File: config.mk
export PLATFORM = sky130hd
export DESIGN_NAME = cmfs_face_select
export DESIGN_NICKNAME = d
export VERILOG_FILES = /design/src/verilog/cmfs_pkg.sv /design/src/verilog/cmfs_frac_div.sv /design/src/verilog/cmfs_tap_remap.sv /design/src/verilog/cmfs_face_select.sv
export VERILOG_INCLUDE_DIRS = /design/src /design/src/verilog
export SDC_FILE = /design/constraint.sdc
export NUM_CORES = 2
export LEC_CHECK = 0
export ABC_CLOCK_PERIOD_IN_PS = 36800
export BUFFER_PORTS_ARGS = -buffer_cell sky130_fd_sc_hd__buf_2
export CAP_MARGIN = 20
export CORE_ASPECT_RATIO = 2
export CORE_MARGIN = 1
export CORE_UTILIZATION = 55
export DETAILED_ROUTE_END_ITERATION = 12
export GPL_TIMING_DRIVEN = 1
export PLACE_DENSITY_LB_ADDON = 0.25
export SLEW_MARGIN = 5
export SYNTH_ARGS = -nofsm -noshare
export SYNTH_HDL_FRONTEND = slang
export SYNTH_SLANG_ARGS = --single-unit
File: constraint.sdc
create_clock -name CORE_CLK -period 36.8 [get_ports CORE_CLK]
set_input_delay 3.68 -clock CORE_CLK [delete_from_list [all_inputs] [get_ports CORE_CLK]]
set_output_delay 3.68 -clock CORE_CLK [all_outputs]
set_load 0.02 [all_outputs]
File: src/verilog/cmfs_defs.svh
// constants for the cube map face selection stage
`ifndef CMFS_DEFS_SVH
`define CMFS_DEFS_SVH
`define CMFS_DIR_W       16
`define CMFS_EXT_W       18
`define CMFS_REM_W       19
`define CMFS_COORD_W     16
`define CMFS_COORD_HALF  16'h4000
`define CMFS_COORD_ONE   16'h8000
`define CMFS_DIV_STEPS   5'h10
`define CMFS_IDX_W       12
`define CMFS_TEXEL_W     32
`define CMFS_CHAN_W      8
`define CMFS_CHANNELS    4
`define CMFS_RECIP3      16'h5556
`define CMFS_RECIP3_SHR  16
`endif

File: src/verilog/cmfs_pkg.sv
// types and shared face decoding for the cube map face selection stage
`default_nettype none
package cmfs_pkg;
`include "cmfs_defs.svh"

	// face index order is fixed: 0..5
	typedef enum logic [2:0] {
		face_pos_x, face_neg_x, face_pos_y, face_neg_y, face_pos_z, face_neg_z
	} cmfs_face_type;

	typedef enum logic [1:0] {
		edge_clamp_wrap, border_clamp_wrap, repeat_wrap, mirror_wrap
	} cmfs_wrap_type;

	typedef enum {st_idle, st_divide, st_hold} cmfs_state_type;

	typedef logic signed [`CMFS_EXT_W-1:0] cmfs_vec_type;

	// ----------------------------------------
	// major axis pick
	// ----------------------------------------
	// ties go x before y before z, depends only on the vector
	function automatic cmfs_face_type cmfs_major(input cmfs_vec_type x, input cmfs_vec_type y,
		input cmfs_vec_type z);
		cmfs_vec_type ax;
		cmfs_vec_type ay;
		cmfs_vec_type az;
		ax = x[`CMFS_EXT_W-1] ? -x : x;
		ay = y[`CMFS_EXT_W-1] ? -y : y;
		az = z[`CMFS_EXT_W-1] ? -z : z;
		if (ax >= ay && ax >= az) begin
			return x[`CMFS_EXT_W-1] ? face_neg_x : face_pos_x;
		end else if (ay >= az) begin
			return y[`CMFS_EXT_W-1] ? face_neg_y : face_pos_y;
		end
		return z[`CMFS_EXT_W-1] ? face_neg_z : face_pos_z;
	endfunction

	// ----------------------------------------
	// face-local coordinates
	// ----------------------------------------
	function automatic void cmfs_project(input cmfs_face_type f, input cmfs_vec_type x,
		input cmfs_vec_type y, input cmfs_vec_type z, output cmfs_vec_type sc,
		output cmfs_vec_type tc, output cmfs_vec_type ma);
		case (f)
			face_pos_x: begin sc = -z; tc = -y; ma = x; end
			face_neg_x: begin sc = z;  tc = -y; ma = x; end
			face_pos_y: begin sc = x;  tc = z;  ma = y; end
			face_neg_y: begin sc = x;  tc = -z; ma = y; end
			face_pos_z: begin sc = x;  tc = -y; ma = z; end
			default:    begin sc = -x; tc = -y; ma = z; end
		endcase
	endfunction
endpackage
`default_nettype wire

File: src/verilog/cmfs_frac_div.sv
// restoring divider giving num/den as a 1.15 fraction, num not above den
`timescale 1ns/1ps
`default_nettype none
`include "cmfs_defs.svh"
module cmfs_frac_div (
	// clock and reset
	input  wire logic                     clk,
	input  wire logic                     nrst,
	// operands: num taken on start, den read every cycle of the division
	input  wire logic                     start,
	input  wire logic [`CMFS_EXT_W-1:0]   num,
	input  wire logic [`CMFS_EXT_W-1:0]   den,
	// result
	output logic                          busy,
	output logic [`CMFS_COORD_W-1:0]      quot
);
	typedef struct packed {
		logic [`CMFS_REM_W-1:0]   rem;
		logic [`CMFS_COORD_W-1:0] q;
		logic [4:0]               cnt;
		logic                     busy;
	} cmfs_div_state_type;

	cmfs_div_state_type r;
	cmfs_div_state_type next_r;
	logic [`CMFS_REM_W-1:0] den_w;
	logic [`CMFS_REM_W-1:0] rem_after;
	logic                   ge;

	// one quotient bit per cycle; area traded for 16 cycles of latency
	always_comb begin
		next_r = r;
		den_w = {1'b0, den};
		ge = r.rem >= den_w;
		rem_after = ge ? r.rem - den_w : r.rem;
		if (start) begin
			next_r.rem = {1'b0, num};
			next_r.q = '0;
			next_r.cnt = `CMFS_DIV_STEPS;
			next_r.busy = 1'b1;
		end else if (r.busy) begin
			next_r.rem = {rem_after[`CMFS_REM_W-2:0], 1'b0};
			next_r.q = {r.q[`CMFS_COORD_W-2:0], ge};
			next_r.cnt = r.cnt - 5'h01;
			next_r.busy = r.cnt != 5'h01;
		end
	end

	// state register
	always_ff @(posedge clk) begin
		if (!nrst) begin
			r <= '0;
		end else begin
			r <= next_r;
		end
	end

	assign busy = r.busy;
	assign quot = r.q;

	property p_div_range;
		@(posedge clk) disable iff (!nrst) $fell(r.busy) |-> r.q <= `CMFS_COORD_ONE;
	endproperty
	a_div_range: assert property (p_div_range) else $error("quotient above one");
endmodule
`default_nettype wire

File: src/verilog/cmfs_tap_remap.sv
// seamless cube edge handling of one filter tap index pair
`timescale 1ns/1ps
`default_nettype none
`include "cmfs_defs.svh"
module cmfs_tap_remap (
	// tap in
	input  wire logic [2:0]                    face,
	input  wire logic signed [`CMFS_IDX_W-1:0] i,
	input  wire logic signed [`CMFS_IDX_W-1:0] j,
	input  wire logic [`CMFS_IDX_W-1:0]        size,
	input  wire logic                          bilinear,
	input  wire logic                          cube,
	input  wire logic [1:0]                    wrap_s,
	input  wire logic [1:0]                    wrap_t,
	// tap out
	output logic [2:0]                         out_face,
	output logic signed [`CMFS_IDX_W-1:0]      out_i,
	output logic signed [`CMFS_IDX_W-1:0]      out_j,
	output logic                               corner,
	output logic                               border
);
	typedef logic signed [`CMFS_IDX_W-1:0] cmfs_idx_type;

	// clamp modes only; repeat and mirror pass through to the fetch stage
	function automatic cmfs_idx_type wrap_idx(input cmfs_idx_type c, input cmfs_idx_type n,
		input cmfs_pkg::cmfs_wrap_type m);
		cmfs_idx_type lo;
		cmfs_idx_type hi;
		lo = (m == cmfs_pkg::edge_clamp_wrap) ? '0 : '1;
		hi = (m == cmfs_pkg::edge_clamp_wrap) ? n - 1'b1 : n;
		if (m != cmfs_pkg::edge_clamp_wrap && m != cmfs_pkg::border_clamp_wrap) begin
			return c;
		end
		return (c < lo) ? lo : (c > hi) ? hi : c;
	endfunction

	// centred coordinate back to an index on the new face
	function automatic cmfs_idx_type to_index(input cmfs_pkg::cmfs_vec_type c,
		input cmfs_pkg::cmfs_vec_type n);
		cmfs_pkg::cmfs_vec_type v;
		// keep the sum signed so a coordinate of -n clamps to index 0, not n-1
		v = (c + n - cmfs_pkg::cmfs_vec_type'(1)) >>> 1;
		v = (v < 0) ? '0 : (v >= n) ? n - cmfs_pkg::cmfs_vec_type'(1) : v;
		return v[`CMFS_IDX_W-1:0];
	endfunction

	cmfs_pkg::cmfs_wrap_type mode_s;
	cmfs_pkg::cmfs_wrap_type mode_t;
	cmfs_pkg::cmfs_face_type nf;
	cmfs_pkg::cmfs_vec_type  cs, ct, n, x, y, z, sc, tc, ma;
	cmfs_idx_type            ci, cj, nsz;
	logic                    out_s, out_t;

	// wrap, detect border taps, then hop to the neighbouring face
	always_comb begin
		nsz = cmfs_idx_type'(size);
		mode_s = cube ? (bilinear ? cmfs_pkg::border_clamp_wrap : cmfs_pkg::edge_clamp_wrap)
			: cmfs_pkg::cmfs_wrap_type'(wrap_s);
		mode_t = cube ? (bilinear ? cmfs_pkg::border_clamp_wrap : cmfs_pkg::edge_clamp_wrap)
			: cmfs_pkg::cmfs_wrap_type'(wrap_t);
		ci = wrap_idx(i, nsz, mode_s);
		cj = wrap_idx(j, nsz, mode_t);
		out_s = ci < 0 || ci >= nsz;
		out_t = cj < 0 || cj >= nsz;
		n = cmfs_pkg::cmfs_vec_type'({1'b0, size});
		cs = cmfs_pkg::cmfs_vec_type'($signed({ci, 1'b1})) - n;
		ct = cmfs_pkg::cmfs_vec_type'($signed({cj, 1'b1})) - n;
		// rebuild the direction of the texel centre on the old face
		case (cmfs_pkg::cmfs_face_type'(face))
			cmfs_pkg::face_pos_x: begin x = n;  y = -ct; z = -cs; end
			cmfs_pkg::face_neg_x: begin x = -n; y = -ct; z = cs;  end
			cmfs_pkg::face_pos_y: begin x = cs; y = n;   z = ct;  end
			cmfs_pkg::face_neg_y: begin x = cs; y = -n;  z = -ct; end
			cmfs_pkg::face_pos_z: begin x = cs; y = -ct; z = n;   end
			default:              begin x = -cs; y = -ct; z = -n; end
		endcase
		// overshoot component is n+1, so it wins the new major axis strictly
		nf = cmfs_pkg::cmfs_major(x, y, z);
		cmfs_pkg::cmfs_project(nf, x, y, z, sc, tc, ma);
		corner = cube && out_s && out_t;
		border = !cube && (out_s || out_t);
		if (cube && (out_s ^ out_t)) begin
			out_face = nf;
			out_i = to_index(sc, n);
			out_j = to_index(tc, n);
		end else begin
			out_face = face;
			out_i = ci;
			out_j = cj;
		end
	end
endmodule
`default_nettype wire

File: src/verilog/cmfs_face_select.sv
// cube map face selection, face coordinate normalisation and seamless tap handling
//
// Overview of operation
// - with cube texturing on, the three coordinates are a direction from the cube centre.
// - the face is the one on the axis of the largest magnitude component, with its sign.
// - ties in magnitude are broken deterministically from the three components alone.
// - +x face takes s=-z, t=-y, major x; -x face takes s=z, t=-y, major x.
// - +y face takes s=x, t=z, major y; -y face takes s=x, t=-z, major y.
// - +z face takes s=x, t=-y, major z; -z face takes s=-x, t=-y, major z.
// - each output coordinate is half of (face component over absolute major, plus one).
// - on cube textures the programmed wrap modes are ignored in favour of seamless rules.
// - point sampling on a cube texture always clamps indices to the face edge.
// - bilinear sampling on a cube texture applies border clamping before face substitution.
// - a tap in the border on exactly one axis fetches from the adjacent face instead.
// - a tap in a cube corner is made as the mean of the three real samples.
// - the synthesised corner texel equals the common value when the three samples agree.
`timescale 1ns/1ps
`default_nettype none
`include "cmfs_defs.svh"
module cmfs_face_select (
	// clock and reset
	input  wire logic                          CORE_CLK,
	input  wire logic                          NRST,
	// mode
	input  wire logic                          CUBE_EN,
	// direction in
	input  wire logic                          IN_VALID,
	output logic                               IN_READY,
	input  wire logic signed [`CMFS_DIR_W-1:0] DIR_X,
	input  wire logic signed [`CMFS_DIR_W-1:0] DIR_Y,
	input  wire logic signed [`CMFS_DIR_W-1:0] DIR_Z,
	// face coordinates out
	output logic                               OUT_VALID,
	input  wire logic                          OUT_READY,
	output logic [2:0]                         OUT_FACE,
	output logic [`CMFS_COORD_W-1:0]           OUT_S,
	output logic [`CMFS_COORD_W-1:0]           OUT_T,
	// filter tap in
	input  wire logic                          TAP_VALID,
	input  wire logic [2:0]                    TAP_FACE,
	input  wire logic signed [`CMFS_IDX_W-1:0] TAP_I,
	input  wire logic signed [`CMFS_IDX_W-1:0] TAP_J,
	input  wire logic [`CMFS_IDX_W-1:0]        FACE_SIZE,
	input  wire logic                          TAP_BILINEAR,
	input  wire logic [1:0]                    WRAP_S,
	input  wire logic [1:0]                    WRAP_T,
	// filter tap out
	output logic                               TAP_OUT_VALID,
	output logic [2:0]                         TAP_OUT_FACE,
	output logic signed [`CMFS_IDX_W-1:0]      TAP_OUT_I,
	output logic signed [`CMFS_IDX_W-1:0]      TAP_OUT_J,
	output logic                               TAP_CORNER,
	output logic                               TAP_BORDER,
	// corner synthesis
	input  wire logic                          CORNER_VALID,
	input  wire logic [`CMFS_TEXEL_W-1:0]      CORNER_A,
	input  wire logic [`CMFS_TEXEL_W-1:0]      CORNER_B,
	input  wire logic [`CMFS_TEXEL_W-1:0]      CORNER_C,
	output logic                               CORNER_OUT_VALID,
	output logic [`CMFS_TEXEL_W-1:0]           CORNER_OUT
);
	// ----------------------------------------
	// state
	// ----------------------------------------
	typedef struct packed {
		cmfs_pkg::cmfs_state_type          st;
		logic [2:0]                        face;
		logic [`CMFS_COORD_W-1:0]          s;
		logic [`CMFS_COORD_W-1:0]          t;
		logic                              tap_vld;
		logic [2:0]                        tap_face;
		logic signed [`CMFS_IDX_W-1:0]     tap_i;
		logic signed [`CMFS_IDX_W-1:0]     tap_j;
		logic                              tap_corner;
		logic                              tap_border;
		logic                              crn_vld;
		logic [`CMFS_TEXEL_W-1:0]          crn;
	} cmfs_top_state_type;

	cmfs_top_state_type      r;
	cmfs_top_state_type      next_r;
	cmfs_pkg::cmfs_vec_type  vx, vy, vz, sc, tc, ma, ama;
	cmfs_pkg::cmfs_face_type face_w;
	logic [`CMFS_EXT_W-1:0]  num_s, num_t, den;
	logic                    take, ma_zero, div_start;
	logic                    busy_s, busy_t;
	logic [`CMFS_COORD_W-1:0] quot_s, quot_t;
	logic [2:0]              rm_face;
	logic signed [`CMFS_IDX_W-1:0] rm_i, rm_j;
	logic                    rm_corner, rm_border;
	logic [`CMFS_TEXEL_W-1:0] mean_w;

	// ----------------------------------------
	// face pick and division operands
	// ----------------------------------------
	// operands go straight to the dividers so they start in the take cycle
	always_comb begin
		vx = cmfs_pkg::cmfs_vec_type'(DIR_X);
		vy = cmfs_pkg::cmfs_vec_type'(DIR_Y);
		vz = cmfs_pkg::cmfs_vec_type'(DIR_Z);
		face_w = cmfs_pkg::cmfs_major(vx, vy, vz);
		cmfs_pkg::cmfs_project(face_w, vx, vy, vz, sc, tc, ma);
		ama = ma[`CMFS_EXT_W-1] ? -ma : ma;
		ma_zero = ama == '0;
		num_s = sc + ama;
		num_t = tc + ama;
		den = {ama[`CMFS_EXT_W-2:0], 1'b0};
	end

	assign IN_READY = r.st == cmfs_pkg::st_idle;
	assign take = IN_READY && IN_VALID;
	assign div_start = take && CUBE_EN && !ma_zero;

	// s and t are divided side by side
	cmfs_frac_div u_div_s (
		.clk   (CORE_CLK),
		.nrst  (NRST),
		.start (div_start),
		.num   (num_s),
		.den   (den),
		.busy  (busy_s),
		.quot  (quot_s)
	);

	cmfs_frac_div u_div_t (
		.clk   (CORE_CLK),
		.nrst  (NRST),
		.start (div_start),
		.num   (num_t),
		.den   (den),
		.busy  (busy_t),
		.quot  (quot_t)
	);

	// ----------------------------------------
	// tap remap and corner mean
	// ----------------------------------------
	cmfs_tap_remap u_remap (
		.face     (TAP_FACE),
		.i        (TAP_I),
		.j        (TAP_J),
		.size     (FACE_SIZE),
		.bilinear (TAP_BILINEAR),
		.cube     (CUBE_EN),
		.wrap_s   (WRAP_S),
		.wrap_t   (WRAP_T),
		.out_face (rm_face),
		.out_i    (rm_i),
		.out_j    (rm_j),
		.corner   (rm_corner),
		.border   (rm_border)
	);

	// multiply by 1/3; exact for equal inputs since 3v*0x5556>>16 is v below 32768
	function automatic logic [`CMFS_CHAN_W-1:0] mean3(input logic [`CMFS_CHAN_W-1:0] a,
		input logic [`CMFS_CHAN_W-1:0] b, input logic [`CMFS_CHAN_W-1:0] c);
		logic [`CMFS_CHAN_W+1:0] sum;
		logic [`CMFS_CHAN_W+25:0] prod;
		sum = {2'b00, a} + {2'b00, b} + {2'b00, c};
		prod = sum * `CMFS_RECIP3;
		return prod[`CMFS_RECIP3_SHR +: `CMFS_CHAN_W];
	endfunction

	// per channel average of the three real corner samples
	for (genvar g = 0; g < `CMFS_CHANNELS; g++) begin : g_chan
		assign mean_w[g*`CMFS_CHAN_W +: `CMFS_CHAN_W] = mean3(CORNER_A[g*`CMFS_CHAN_W +: `CMFS_CHAN_W],
			CORNER_B[g*`CMFS_CHAN_W +: `CMFS_CHAN_W], CORNER_C[g*`CMFS_CHAN_W +: `CMFS_CHAN_W]);
	end

	// ----------------------------------------
	// next state
	// ----------------------------------------
	always_comb begin
		next_r = r;
		case (r.st)
			cmfs_pkg::st_idle: begin
				if (take) begin
					next_r.face = CUBE_EN ? face_w : 3'h0;
					if (!CUBE_EN) begin
						// planar coordinates pass untouched
						next_r.s = DIR_X;
						next_r.t = DIR_Y;
						next_r.st = cmfs_pkg::st_hold;
					end else if (ma_zero) begin
						// zero vector has no direction: centre of the face
						next_r.s = `CMFS_COORD_HALF;
						next_r.t = `CMFS_COORD_HALF;
						next_r.st = cmfs_pkg::st_hold;
					end else begin
						next_r.st = cmfs_pkg::st_divide;
					end
				end
			end
			cmfs_pkg::st_divide: begin
				if (!busy_s && !busy_t) begin
					next_r.s = quot_s;
					next_r.t = quot_t;
					next_r.st = cmfs_pkg::st_hold;
				end
			end
			cmfs_pkg::st_hold: begin
				if (OUT_READY) begin
					next_r.st = cmfs_pkg::st_idle;
				end
			end
			default: next_r.st = cmfs_pkg::st_idle;
		endcase
		// tap and corner paths are one register stage, no back-pressure
		next_r.tap_vld = TAP_VALID;
		if (TAP_VALID) begin
			next_r.tap_face = rm_face;
			next_r.tap_i = rm_i;
			next_r.tap_j = rm_j;
			next_r.tap_corner = rm_corner;
			next_r.tap_border = rm_border;
		end
		next_r.crn_vld = CORNER_VALID;
		if (CORNER_VALID) begin
			next_r.crn = mean_w;
		end
	end

	// state register
	always_ff @(posedge CORE_CLK) begin
		if (!NRST) begin
			r <= '0;
		end else begin
			r <= next_r;
		end
	end

	assign OUT_VALID = r.st == cmfs_pkg::st_hold;
	assign OUT_FACE = r.face;
	assign OUT_S = r.s;
	assign OUT_T = r.t;
	assign TAP_OUT_VALID = r.tap_vld;
	assign TAP_OUT_FACE = r.tap_face;
	assign TAP_OUT_I = r.tap_i;
	assign TAP_OUT_J = r.tap_j;
	assign TAP_CORNER = r.tap_corner;
	assign TAP_BORDER = r.tap_border;
	assign CORNER_OUT_VALID = r.crn_vld;
	assign CORNER_OUT = r.crn;

	// ----------------------------------------
	// checks
	// ----------------------------------------
	property p_planar;
		@(posedge CORE_CLK) disable iff (!NRST)
		take && !CUBE_EN |=> OUT_VALID && OUT_S == $past(DIR_X) && OUT_FACE == 3'h0;
	endproperty
	a_planar: assert property (p_planar) else $error("planar pass wrong");

	property p_major;
		@(posedge CORE_CLK) disable iff (!NRST)
		take && CUBE_EN && DIR_Z < 0 && -vz > vx && -vz > -vx && -vz > vy && -vz > -vy
		|=> r.face == 3'h5;
	endproperty
	a_major: assert property (p_major) else $error("negative z not chosen");

	property p_tie;
		@(posedge CORE_CLK) disable iff (!NRST)
		take && CUBE_EN && DIR_X > 0 && vx == vy && vx == vz |=> r.face == 3'h0;
	endproperty
	a_tie: assert property (p_tie) else $error("tie not resolved to x");

	property p_pos_y_centre;
		@(posedge CORE_CLK) disable iff (!NRST)
		take && CUBE_EN && DIR_Y > 0 && DIR_X == 0 && DIR_Z == 0
		|-> ##18 OUT_VALID && OUT_FACE == 3'h2 && OUT_S == `CMFS_COORD_HALF && OUT_T == `CMFS_COORD_HALF;
	endproperty
	a_pos_y_centre: assert property (p_pos_y_centre) else $error("+y centre wrong");

	property p_neg_x_edge;
		@(posedge CORE_CLK) disable iff (!NRST)
		take && CUBE_EN && DIR_X == -16'sh4000 && DIR_Y == 0 && DIR_Z == 16'sh4000
		|-> ##18 OUT_FACE == 3'h1 && OUT_S == `CMFS_COORD_ONE && OUT_T == `CMFS_COORD_HALF;
	endproperty
	a_neg_x_edge: assert property (p_neg_x_edge) else $error("-x coordinates wrong");

	property p_latency;
		@(posedge CORE_CLK) disable iff (!NRST)
		div_start |-> !OUT_VALID [*8] ##11 OUT_VALID;
	endproperty
	a_latency: assert property (p_latency) else $error("division latency wrong");

	property p_hold;
		@(posedge CORE_CLK) disable iff (!NRST)
		OUT_VALID && !OUT_READY |=> OUT_VALID && $stable(OUT_S) && $stable(OUT_T) && $stable(OUT_FACE);
	endproperty
	a_hold: assert property (p_hold) else $error("output moved while held");

	property p_nearest;
		@(posedge CORE_CLK) disable iff (!NRST)
		TAP_VALID && CUBE_EN && !TAP_BILINEAR && FACE_SIZE != 0
		|=> TAP_OUT_I >= 0 && TAP_OUT_J >= 0 && TAP_OUT_FACE == $past(TAP_FACE) && !TAP_CORNER;
	endproperty
	a_nearest: assert property (p_nearest) else $error("nearest tap left the face");

	property p_no_border;
		@(posedge CORE_CLK) disable iff (!NRST)
		TAP_VALID && CUBE_EN |=> !TAP_BORDER;
	endproperty
	a_no_border: assert property (p_no_border) else $error("cube tap used border colour");

	property p_far_tap;
		@(posedge CORE_CLK) disable iff (!NRST)
		TAP_VALID && CUBE_EN && TAP_BILINEAR && TAP_I < -1 && TAP_J >= 0 && TAP_J < FACE_SIZE
		|=> TAP_OUT_FACE != $past(TAP_FACE) && !TAP_CORNER;
	endproperty
	a_far_tap: assert property (p_far_tap) else $error("far tap not clamped to border");

	property p_one_axis;
		@(posedge CORE_CLK) disable iff (!NRST)
		TAP_VALID && CUBE_EN && TAP_BILINEAR && TAP_I >= 0 && TAP_I < FACE_SIZE && TAP_J == -1
		|=> TAP_OUT_FACE != $past(TAP_FACE) && TAP_OUT_I >= 0 && TAP_OUT_J >= 0 && !TAP_CORNER;
	endproperty
	a_one_axis: assert property (p_one_axis) else $error("edge tap not moved to neighbour");

	property p_corner_same;
		@(posedge CORE_CLK) disable iff (!NRST)
		CORNER_VALID && CORNER_A == CORNER_B && CORNER_B == CORNER_C
		|=> CORNER_OUT_VALID && CORNER_OUT == $past(CORNER_A);
	endproperty
	a_corner_same: assert property (p_corner_same) else $error("corner of equal samples differs");

	property p_corner_flag;
		@(posedge CORE_CLK) disable iff (!NRST)
		TAP_VALID && CUBE_EN && TAP_BILINEAR && TAP_I == -1 && TAP_J == -1 |=> TAP_CORNER;
	endproperty
	a_corner_flag: assert property (p_corner_flag) else $error("corner tap not flagged");
endmodule
`default_nettype wire

Word level (Yosys, flattened, before mapping) --
Index checks and enable logic that the tools add are counted.
Storage, ports and cells: word-level logic and storage cells 218, bits in registers 212
Cells by class: $lt $le $gt $ge 20, eq/ne operators 23, reduce and logical (&&, ||, !) cells 41, bitwise operators 2, muxes and demuxes 72, add/sub/neg operators 32, multipliers 4
Operators by type and width (count):
- 12-bit two-way mux | 18
- 32-bit two-way mux | 6
- 18-bit two-way mux | 9
- 18-bit one-hot mux with 3 select lines | 3
- 40-bit two-way mux | 4
- 18-bit one-hot mux with 2 select lines | 4
- 18-bit >= comparator | 6
- 18-bit negation | 6
- 32-bit one-hot mux with 3 select lines | 1
- 10-bit by 14-bit multiplier with 23-bit output (second input constant) | 4
- 18-bit one-hot mux with 5 select lines | 1
- 67-bit two-way mux | 1
- 32-bit logical NOT | 2
- 32-bit one-hot mux with 2 select lines | 1
- 16-bit negation with 18-bit output | 3
- 9-bit by 8-bit adder with 10-bit output | 4
- 19-bit by 18-bit >= comparator with 1-bit output | 2
- 18-bit by 13-bit adder with 18-bit output | 2
- 18-bit adder | 2
- 8-bit by 8-bit adder with 9-bit output | 4
- 18-bit subtractor | 2
- 18-bit by 2-bit subtractor with 18-bit output (second input constant) | 2
- 17-bit by 13-bit >= comparator with 1-bit output | 2
- 17-bit by 1-bit < comparator with 1-bit output (second input constant) | 2
- 35 further kinds | 103

Depth between registers and ports, before layout --
word-level depth 26, depth in mapped cells 75, mapped depth without buffers 69

By module --
From an unflattened synthesis, not the netlist that was laid out.
Second synthesis, totals: cell total of the unflattened synthesis 4873, area, all modules 38730.9 um^2
By module, submodules not included:
- cmfs_face_select | instances 1, sequential area each 2001.9 um^2, area each 20246.9 um^2, cells an instance 2335
- cmfs_tap_remap | instances 1, sequential area each 0.0 um^2, area each 12638.4 um^2, cells an instance 1800
- cmfs_frac_div | instances 2, sequential area each 820.8 um^2, area each 2922.8 um^2, cells an instance 369

Worst setup path before layout --
Ideal clock, no wire load.
path kind input to register, start input CUBE_EN, end register r, in the netlist TAP_OUT_J[11], arrival 17.537 ns, setup time 0.074 ns, data required time 36.726 ns, stages 69, slack 19.189 ns, path through clkbuf_1 > nor2b_1 > nor2_1 > clkinv_1 > nand2_1 > xnor2_1 > ha_1 > or3b_2 > a311oi_1 > a221o_1 > nand2_1 > and3_1 > clkbuf_1 > a31oi_1 > o22ai_1 > ha_1 > fa_1 > clkbuf_1 > (+33 left out) > a21oi_1 > o21bai_1 > a21oi_1 > o21bai_1 > a21oi_1 > o21bai_1 > a21oi_1 > xnor2_1 > ha_1 > o21ai_0 > a21oi_1 > or4_1 > a211o_1 > buf_1 > mux2i_1 > a2111oi_0 > a21oi_1 > a31oi_1
Between the ends: cells in the longest elaborated chain, start to end 24, elaborated cells on any way between the ends 69
Ends and longest elaborated chain:
- from (decl) | RTL line cmfs_face_select.sv:25 | input wire logic CUBE_EN,
- 2-bit two-way mux (on tied branches) | RTL line cmfs_tap_remap.sv:59, cmfs_tap_remap.sv:57
- 2-bit logical NOT | RTL line cmfs_tap_remap.sv:29, cmfs_tap_remap.sv:30
- 12-bit two-way mux | RTL line cmfs_tap_remap.sv:30 | hi = (m == cmfs_pkg::edge_clamp_wrap) ? n - 1'b1 : n;
- 12-bit > comparator | RTL line cmfs_tap_remap.sv:34 | return (c < lo) ? lo : (c > hi) ? hi : c;
- 12-bit two-way mux (3 in a row) | RTL line cmfs_tap_remap.sv:34
- 13-bit by 13-bit subtractor with 14-bit output (on tied branches) | RTL line cmfs_tap_remap.sv:67, cmfs_tap_remap.sv:66
- 18-bit negation (on tied branches)
- 18-bit one-hot mux with 5 select lines, or another cell as far along | RTL line cmfs_tap_remap.sv:69 | case (cmfs_pkg::cmfs_face_type'(face))
- (+5 left out)
- 3-bit two-way mux | RTL line cmfs_pkg.sv:36 | return z[`CMFS_EXT_W-1] ? face_neg_z : face_pos_z;
- 3-bit by 2-bit equality test with 1-bit output
- 18-bit one-hot mux with 2 select lines | RTL line cmfs_pkg.sv:45 | case (f)
- 18-bit by 13-bit adder with 18-bit output | RTL line cmfs_tap_remap.sv:42 | v = (c + n - cmfs_pkg::cmfs_vec_type'(1)) >>> 1;
- 18-bit by 2-bit subtractor with 18-bit output | RTL line cmfs_tap_remap.sv:42
- 17-bit by 13-bit >= comparator with 1-bit output | RTL line cmfs_tap_remap.sv:43 | v = (v < 0) ? '0 : (v >= n) ? n - cmfs_pkg::cmfs_vec_type'(1) : v;
- 12-bit two-way mux (2 in a row) | RTL line cmfs_tap_remap.sv:43
- 12-bit two-way mux (*) | RTL line cmfs_tap_remap.sv:82 | if (cube && (out_s ^ out_t)) begin
- to (signal assigned) | RTL line cmfs_face_select.sv:228 | r <= next_r;
- to (decl) | RTL line cmfs_face_select.sv:80 | cmfs_top_state_type r;
Every way passes the cells marked *; elsewhere a longest branch is shown, timed or not. The select of a mux whose other input is x is not followed. A chain may end at the register's enable or synchronous reset.

Worst setup path in the final report --
start input FACE_SIZE[1], end register r, in the netlist TAP_OUT_I[9]
Between the ends: cells in the longest elaborated chain, start to end 24, elaborated cells on any way between the ends 60
Ends and longest elaborated chain:
- from (decl) | RTL line cmfs_face_select.sv:43 | input wire logic [`CMFS_IDX_W-1:0] FACE_SIZE,
- 12-bit by 1-bit subtractor with 12-bit output | RTL line cmfs_tap_remap.sv:30, cmfs_tap_remap.sv:43
- 12-bit two-way mux | RTL line cmfs_tap_remap.sv:30
- 12-bit > comparator | RTL line cmfs_tap_remap.sv:34
- 12-bit two-way mux (3 in a row) | RTL line cmfs_tap_remap.sv:34
- 13-bit by 13-bit subtractor with 14-bit output (on tied branches) | RTL line cmfs_tap_remap.sv:67, cmfs_tap_remap.sv:66
- 18-bit negation (on tied branches)
- 18-bit one-hot mux with 5 select lines, or another cell as far along | RTL line cmfs_tap_remap.sv:69
- 18-bit negation (on tied branches)
- (+5 left out)
- 3-bit equality test or 3-bit by 2-bit equality test with 1-bit output (tied branches)
- 3-bit OR reduction (no source line)
- 18-bit one-hot mux with 3 select lines | RTL line cmfs_pkg.sv:45
- 18-bit by 13-bit adder with 18-bit output | RTL line cmfs_tap_remap.sv:42
- 18-bit by 2-bit subtractor with 18-bit output | RTL line cmfs_tap_remap.sv:42
- 17-bit by 13-bit >= comparator with 1-bit output | RTL line cmfs_tap_remap.sv:43
- 12-bit two-way mux (2 in a row) | RTL line cmfs_tap_remap.sv:43
- 12-bit two-way mux (*) | RTL line cmfs_tap_remap.sv:82
Marked as above.

==> key figures <==
GRT
  – Pin count of the biggest net entering global routing: 78
  – Total track usage: 0.4242
  – Total gr overflow: 0
  – Initial antenna violation count: 21
  – Vias in the first global route: between 30000 and 40000
  – Global-route wire length before repair: 213300 µm

Logic synthesis
  – Yosys reg bits: ~180
  – Yosys warnings: 0
  – Syn_area_per_cell: around 7.9 µm²
  – Ys flop type: dfxtp_1
  – Distinct cells, synth: 112
  – Synthesized instance count: 4675
  – Netlist Area Pre-Place: approximately 37000 µm²
  – Synth async-reset ratio: 0
  – Register area share after synthesis: 0.09895
  – Post-synth EDFFs: 0

Clock network
  – CTS max path bufs: 2
  – CTS tree: done
  – Hold Buf Count CTS: 0
  – Clk Latency, worst-skew pair: 0.53 ns
  – Root buffer cell: clkbuf_16
  – Total CTS buffers: 17
  – Worst-path clk slew: 0.08 ns
  – CTS sink cnt: 182
  – Postcts setup bufs: 0
  – CTS HTree Levels: 4
  – Post-cts resize count: 0

Worst setup path
  – Critical path's largest stage delay: 0.69 ns
  – Crit-path max FO: 22
  – Startpoint Class: primary input
  – Worst R2R End: u_div_t.r[39]
  – CP arrival: between 20 and 25 ns
  – Reg-to-reg setup timing slack: 31.80 ns
  – Cell mode on critical path: a21oi_1
  – Cell family with most CP delay: compound AO/OA/AOI/OAI gates
  – Setup CP Type: primary input to flop
  – WP buf/inv: 5
  – Critical path's slowest cell: a311oi_1
  – Reg2Reg Depth: 21
  – Worst r2r src: u_div_t.r[23]
  – Required @ worst endpoint: 37.16 ns
  – CP endpoint kind: flop
  – Crit. Startpoint: FACE_SIZE[1]

Timing
  – Final Max Tran Viols: 0
  – Skew final: 0.01879 ns
  – Worst slew margin: 0.1364
  – Final setup fails: 0
  – Period minus WS final: 20.37 ns
  – Setup TNS: 0 ns
  – Min Hold Slack: about 0.46 ns
  – Unrepaired setup endpoints after global routing: no
  – Endpoints failing hold: 0
  – Max Freq: around 50 MHz
  – Tcrit/Tclk final: 0.5536
  – Worst-Margin Slew: between 1 and 1.5 ns

Floorplan
  – I/O Pins: 295
  – Die Span X: between 150 and 200 µm
  – Row cnt: 133
  – Core area: 65900 µm²
  – Die area: 68050 µm²
  – Starting density of the core: 0.5588
  – Die H: 367.9 µm

Placed design
  – GPL Wtd Cong: about 1.1
  – DPL Wire Length: 114600 µm
  – Number of buffers added on ports: 294

Final layout
  – Multi-input logic area: 29950 µm²
  – Seq. cell area: approximately 3600 µm²
  – Share of cells above drive strength 1: 0.1034
  – Filler Cell Count: 6276
  – Area grow syn2layout: 6.415%
  – Final #Nets: ~5800

Detailed routing
  – 1st-pass router iterations: 9
  – Post-DRT Antenna Nets: 0
  – Via count: around 36000
  – # DRC: 0
  – Detailed Route WL: 142200 µm
  – Initial drt markers: 2249
  – WL/cell: around 25 µm
  – Vias per cell: 6.336

Hold path
  – Worst hold path type: flop to flop
  – Hold EP: OUT_T[2]
  – Worst hold path startpoint: OUT_T[2]
  – Hold Path Depth: 2

Status
  – Status: finished, final reports clean

Flow run
  – MaxCap Viol Count: 0
worst max path at each step:
stage                     to  cells after the start
2_1_floorplan  TAP_OUT_J[11]                     69
3_3_place_gp    TAP_OUT_I[9]                     63
3_5_place_dp    TAP_OUT_J[5]                     64
4_1_cts         TAP_OUT_J[5]                     64
5_1_grt        TAP_OUT_J[11]                     64
6_report        TAP_OUT_I[9]                     63
kinds of logic (layout without fill, tap and decap cells):
group / after synthesis / after routing / share of synthesized area
buffers and inverters: 780 / 889 / 0.08954
adder cells (fa/ha/maj): 799 / 799 / 0.3048
XOR/XNOR: 381 / 381 / 0.09239
AND/OR/NAND/NOR: 1234 / 1234 / 0.1612
multiplexers: 175 / 175 / 0.04856
AO/OA/AOI/OAI: 1122 / 1122 / 0.2044
flip-flops: 182 / 182 / 0.09895
other: 2 / 16 / 0.0002040
Yosys cell counts (all sizes together) (20+ instances only):
cell type	number	area, µm²
ha	633	7920
inv	480	1802
nand2	377	1418
nor2	354	1336
a21oi	285	1434
xnor2	262	2302
o21ai	233	1166
dfxtp	182	3643
fa	164	3283
clkbuf	163	611.8
mux2i	155	1551
buf	128	849.6
xor2	116	1031
a21o	98	735.7
nor3	97	490.5
nand3	61	305.3
nor2b	52	325.3
or3	51	319.1
nand2b	47	294.0
nand4	44	290.3
a211oi	40	322.8
a21boi	40	300.3
o31ai	40	310.3
o21bai	39	292.8
o2111ai	38	332.8
o21a	35	262.8
a22o	32	280.3
a31oi	32	206.5
o211ai	25	192.7
and2	24	150.1
and3	20	125.1
o41ai	20	182.7
through the flow:
| step | util | cells | setup slack, ns | cell area, µm² |
|---|---|---|---|---|
| floorplan | - | 4679 | 19.19 | 36840 |
| global placement | 0.5839 | 5625 | 16.81 | 38480 |
| detailed placement | 0.5839 | 5625 | 16.61 | 38480 |
| CTS | 0.5930 | 5657 | 17.08 | 39080 |
| global route | 0.5943 | 5668 | 15.14 | 39170 |
| finish | 0.5946 | 5675 | 16.43 | 39180 |
cell type report:
type	count	area share
Antenna cell	10	0.0006386
Clock buffer	17	0.01086
Clock inverter	15	0.004438
Inverter	489	0.04684
Multi-Input combinational cell	3717	0.7643
Sequential cell	182	0.09305
Tap cell	877	0.02800
Timing Repair Buffer	368	0.05189
cell usage in the layout, fill, tap and decap left out, types with 19 or more instances in the layout:
cell | Yosys | final
o31ai_1 | 38 | 38
o41ai_1 | 19 | 19
xor2_1 | 114 | 114
xnor2_1 | 261 | 260
nor2_1 | 353 | 351
a21oi_1 | 283 | 282
buf_2 | 7 | 294
buf_4 | 96 | 72
a21o_1 | 98 | 98
fa_1 | 164 | 164
and2_1 | 23 | 23
nor2b_1 | 52 | 52
a31oi_1 | 31 | 30
o21ai_0 | 227 | 227
nand3_1 | 61 | 61
o211ai_1 | 24 | 24
dfxtp_1 | 182 | 180
mux2i_1 | 155 | 154
nor3_1 | 96 | 95
mux2_2 | 19 | 19
o2111ai_1 | 38 | 38
or3_1 | 51 | 51
nand4_1 | 43 | 43
o21a_1 | 35 | 35
a211oi_1 | 37 | 37
ha_1 | 633 | 633
a22o_1 | 32 | 32
o21bai_1 | 39 | 39
inv_1 | 478 | 478
a21boi_0 | 32 | 32
nand2b_1 | 47 | 47
and3_1 | 20 | 20
nand2_1 | 376 | 375
worst register-to-register path: stages, from the launching register on:
cell and delay, ns:
dfxtp_1 0.37, inv_1 0.09, ha_1 0.22, inv_1 0.07, fa_1 0.22, a21o_1 0.13
a21oi_1 0.10, o21ai_0 0.17, a21oi_1 0.14, o21ai_0 0.20, a21oi_1 0.13, o21ai_0 0.18
a21oi_1 0.12, o21ai_0 0.19, a21oi_1 0.14, o21ai_0 0.17, a21oi_1 0.14, o221ai_1 0.45
clkinv_1 0.78, o311ai_0 0.61, o2111ai_1 0.16, o31ai_1 0.11
flip-flops by register name, summed over array words and instances, names as in the netlist, 2 cells and up:
signal,count
CORNER_OUT,32
u_div_s.r,24
u_div_t.r,24
OUT_S,16
OUT_T,16
u_div_s.quot,16
u_div_t.quot,16
TAP_OUT_I,12
TAP_OUT_J,12
OUT_FACE,3
TAP_OUT_FACE,3
r,2
per-layer routing:
| layer | vias to the layer above | routed length (µm) | share of wire | GRT usage |
|---|---|---|---|---|
| met5 | - | 166 | 0.0012 | 0.001481 |
| li1 | 16560 | - | - | - |
| met1 | 16910 | 43490 | 0.31 | 0.3659 |
| met3 | 874 | 11100 | 0.078 | 0.1417 |
| met2 | 1591 | 68670 | 0.48 | 0.7201 |
| met4 | 24 | 18750 | 0.13 | 0.4693 |
Power is left out: the tool's default activity adds up to more than one toggle a clock period on the data nets, which glitch-free logic cannot reach.
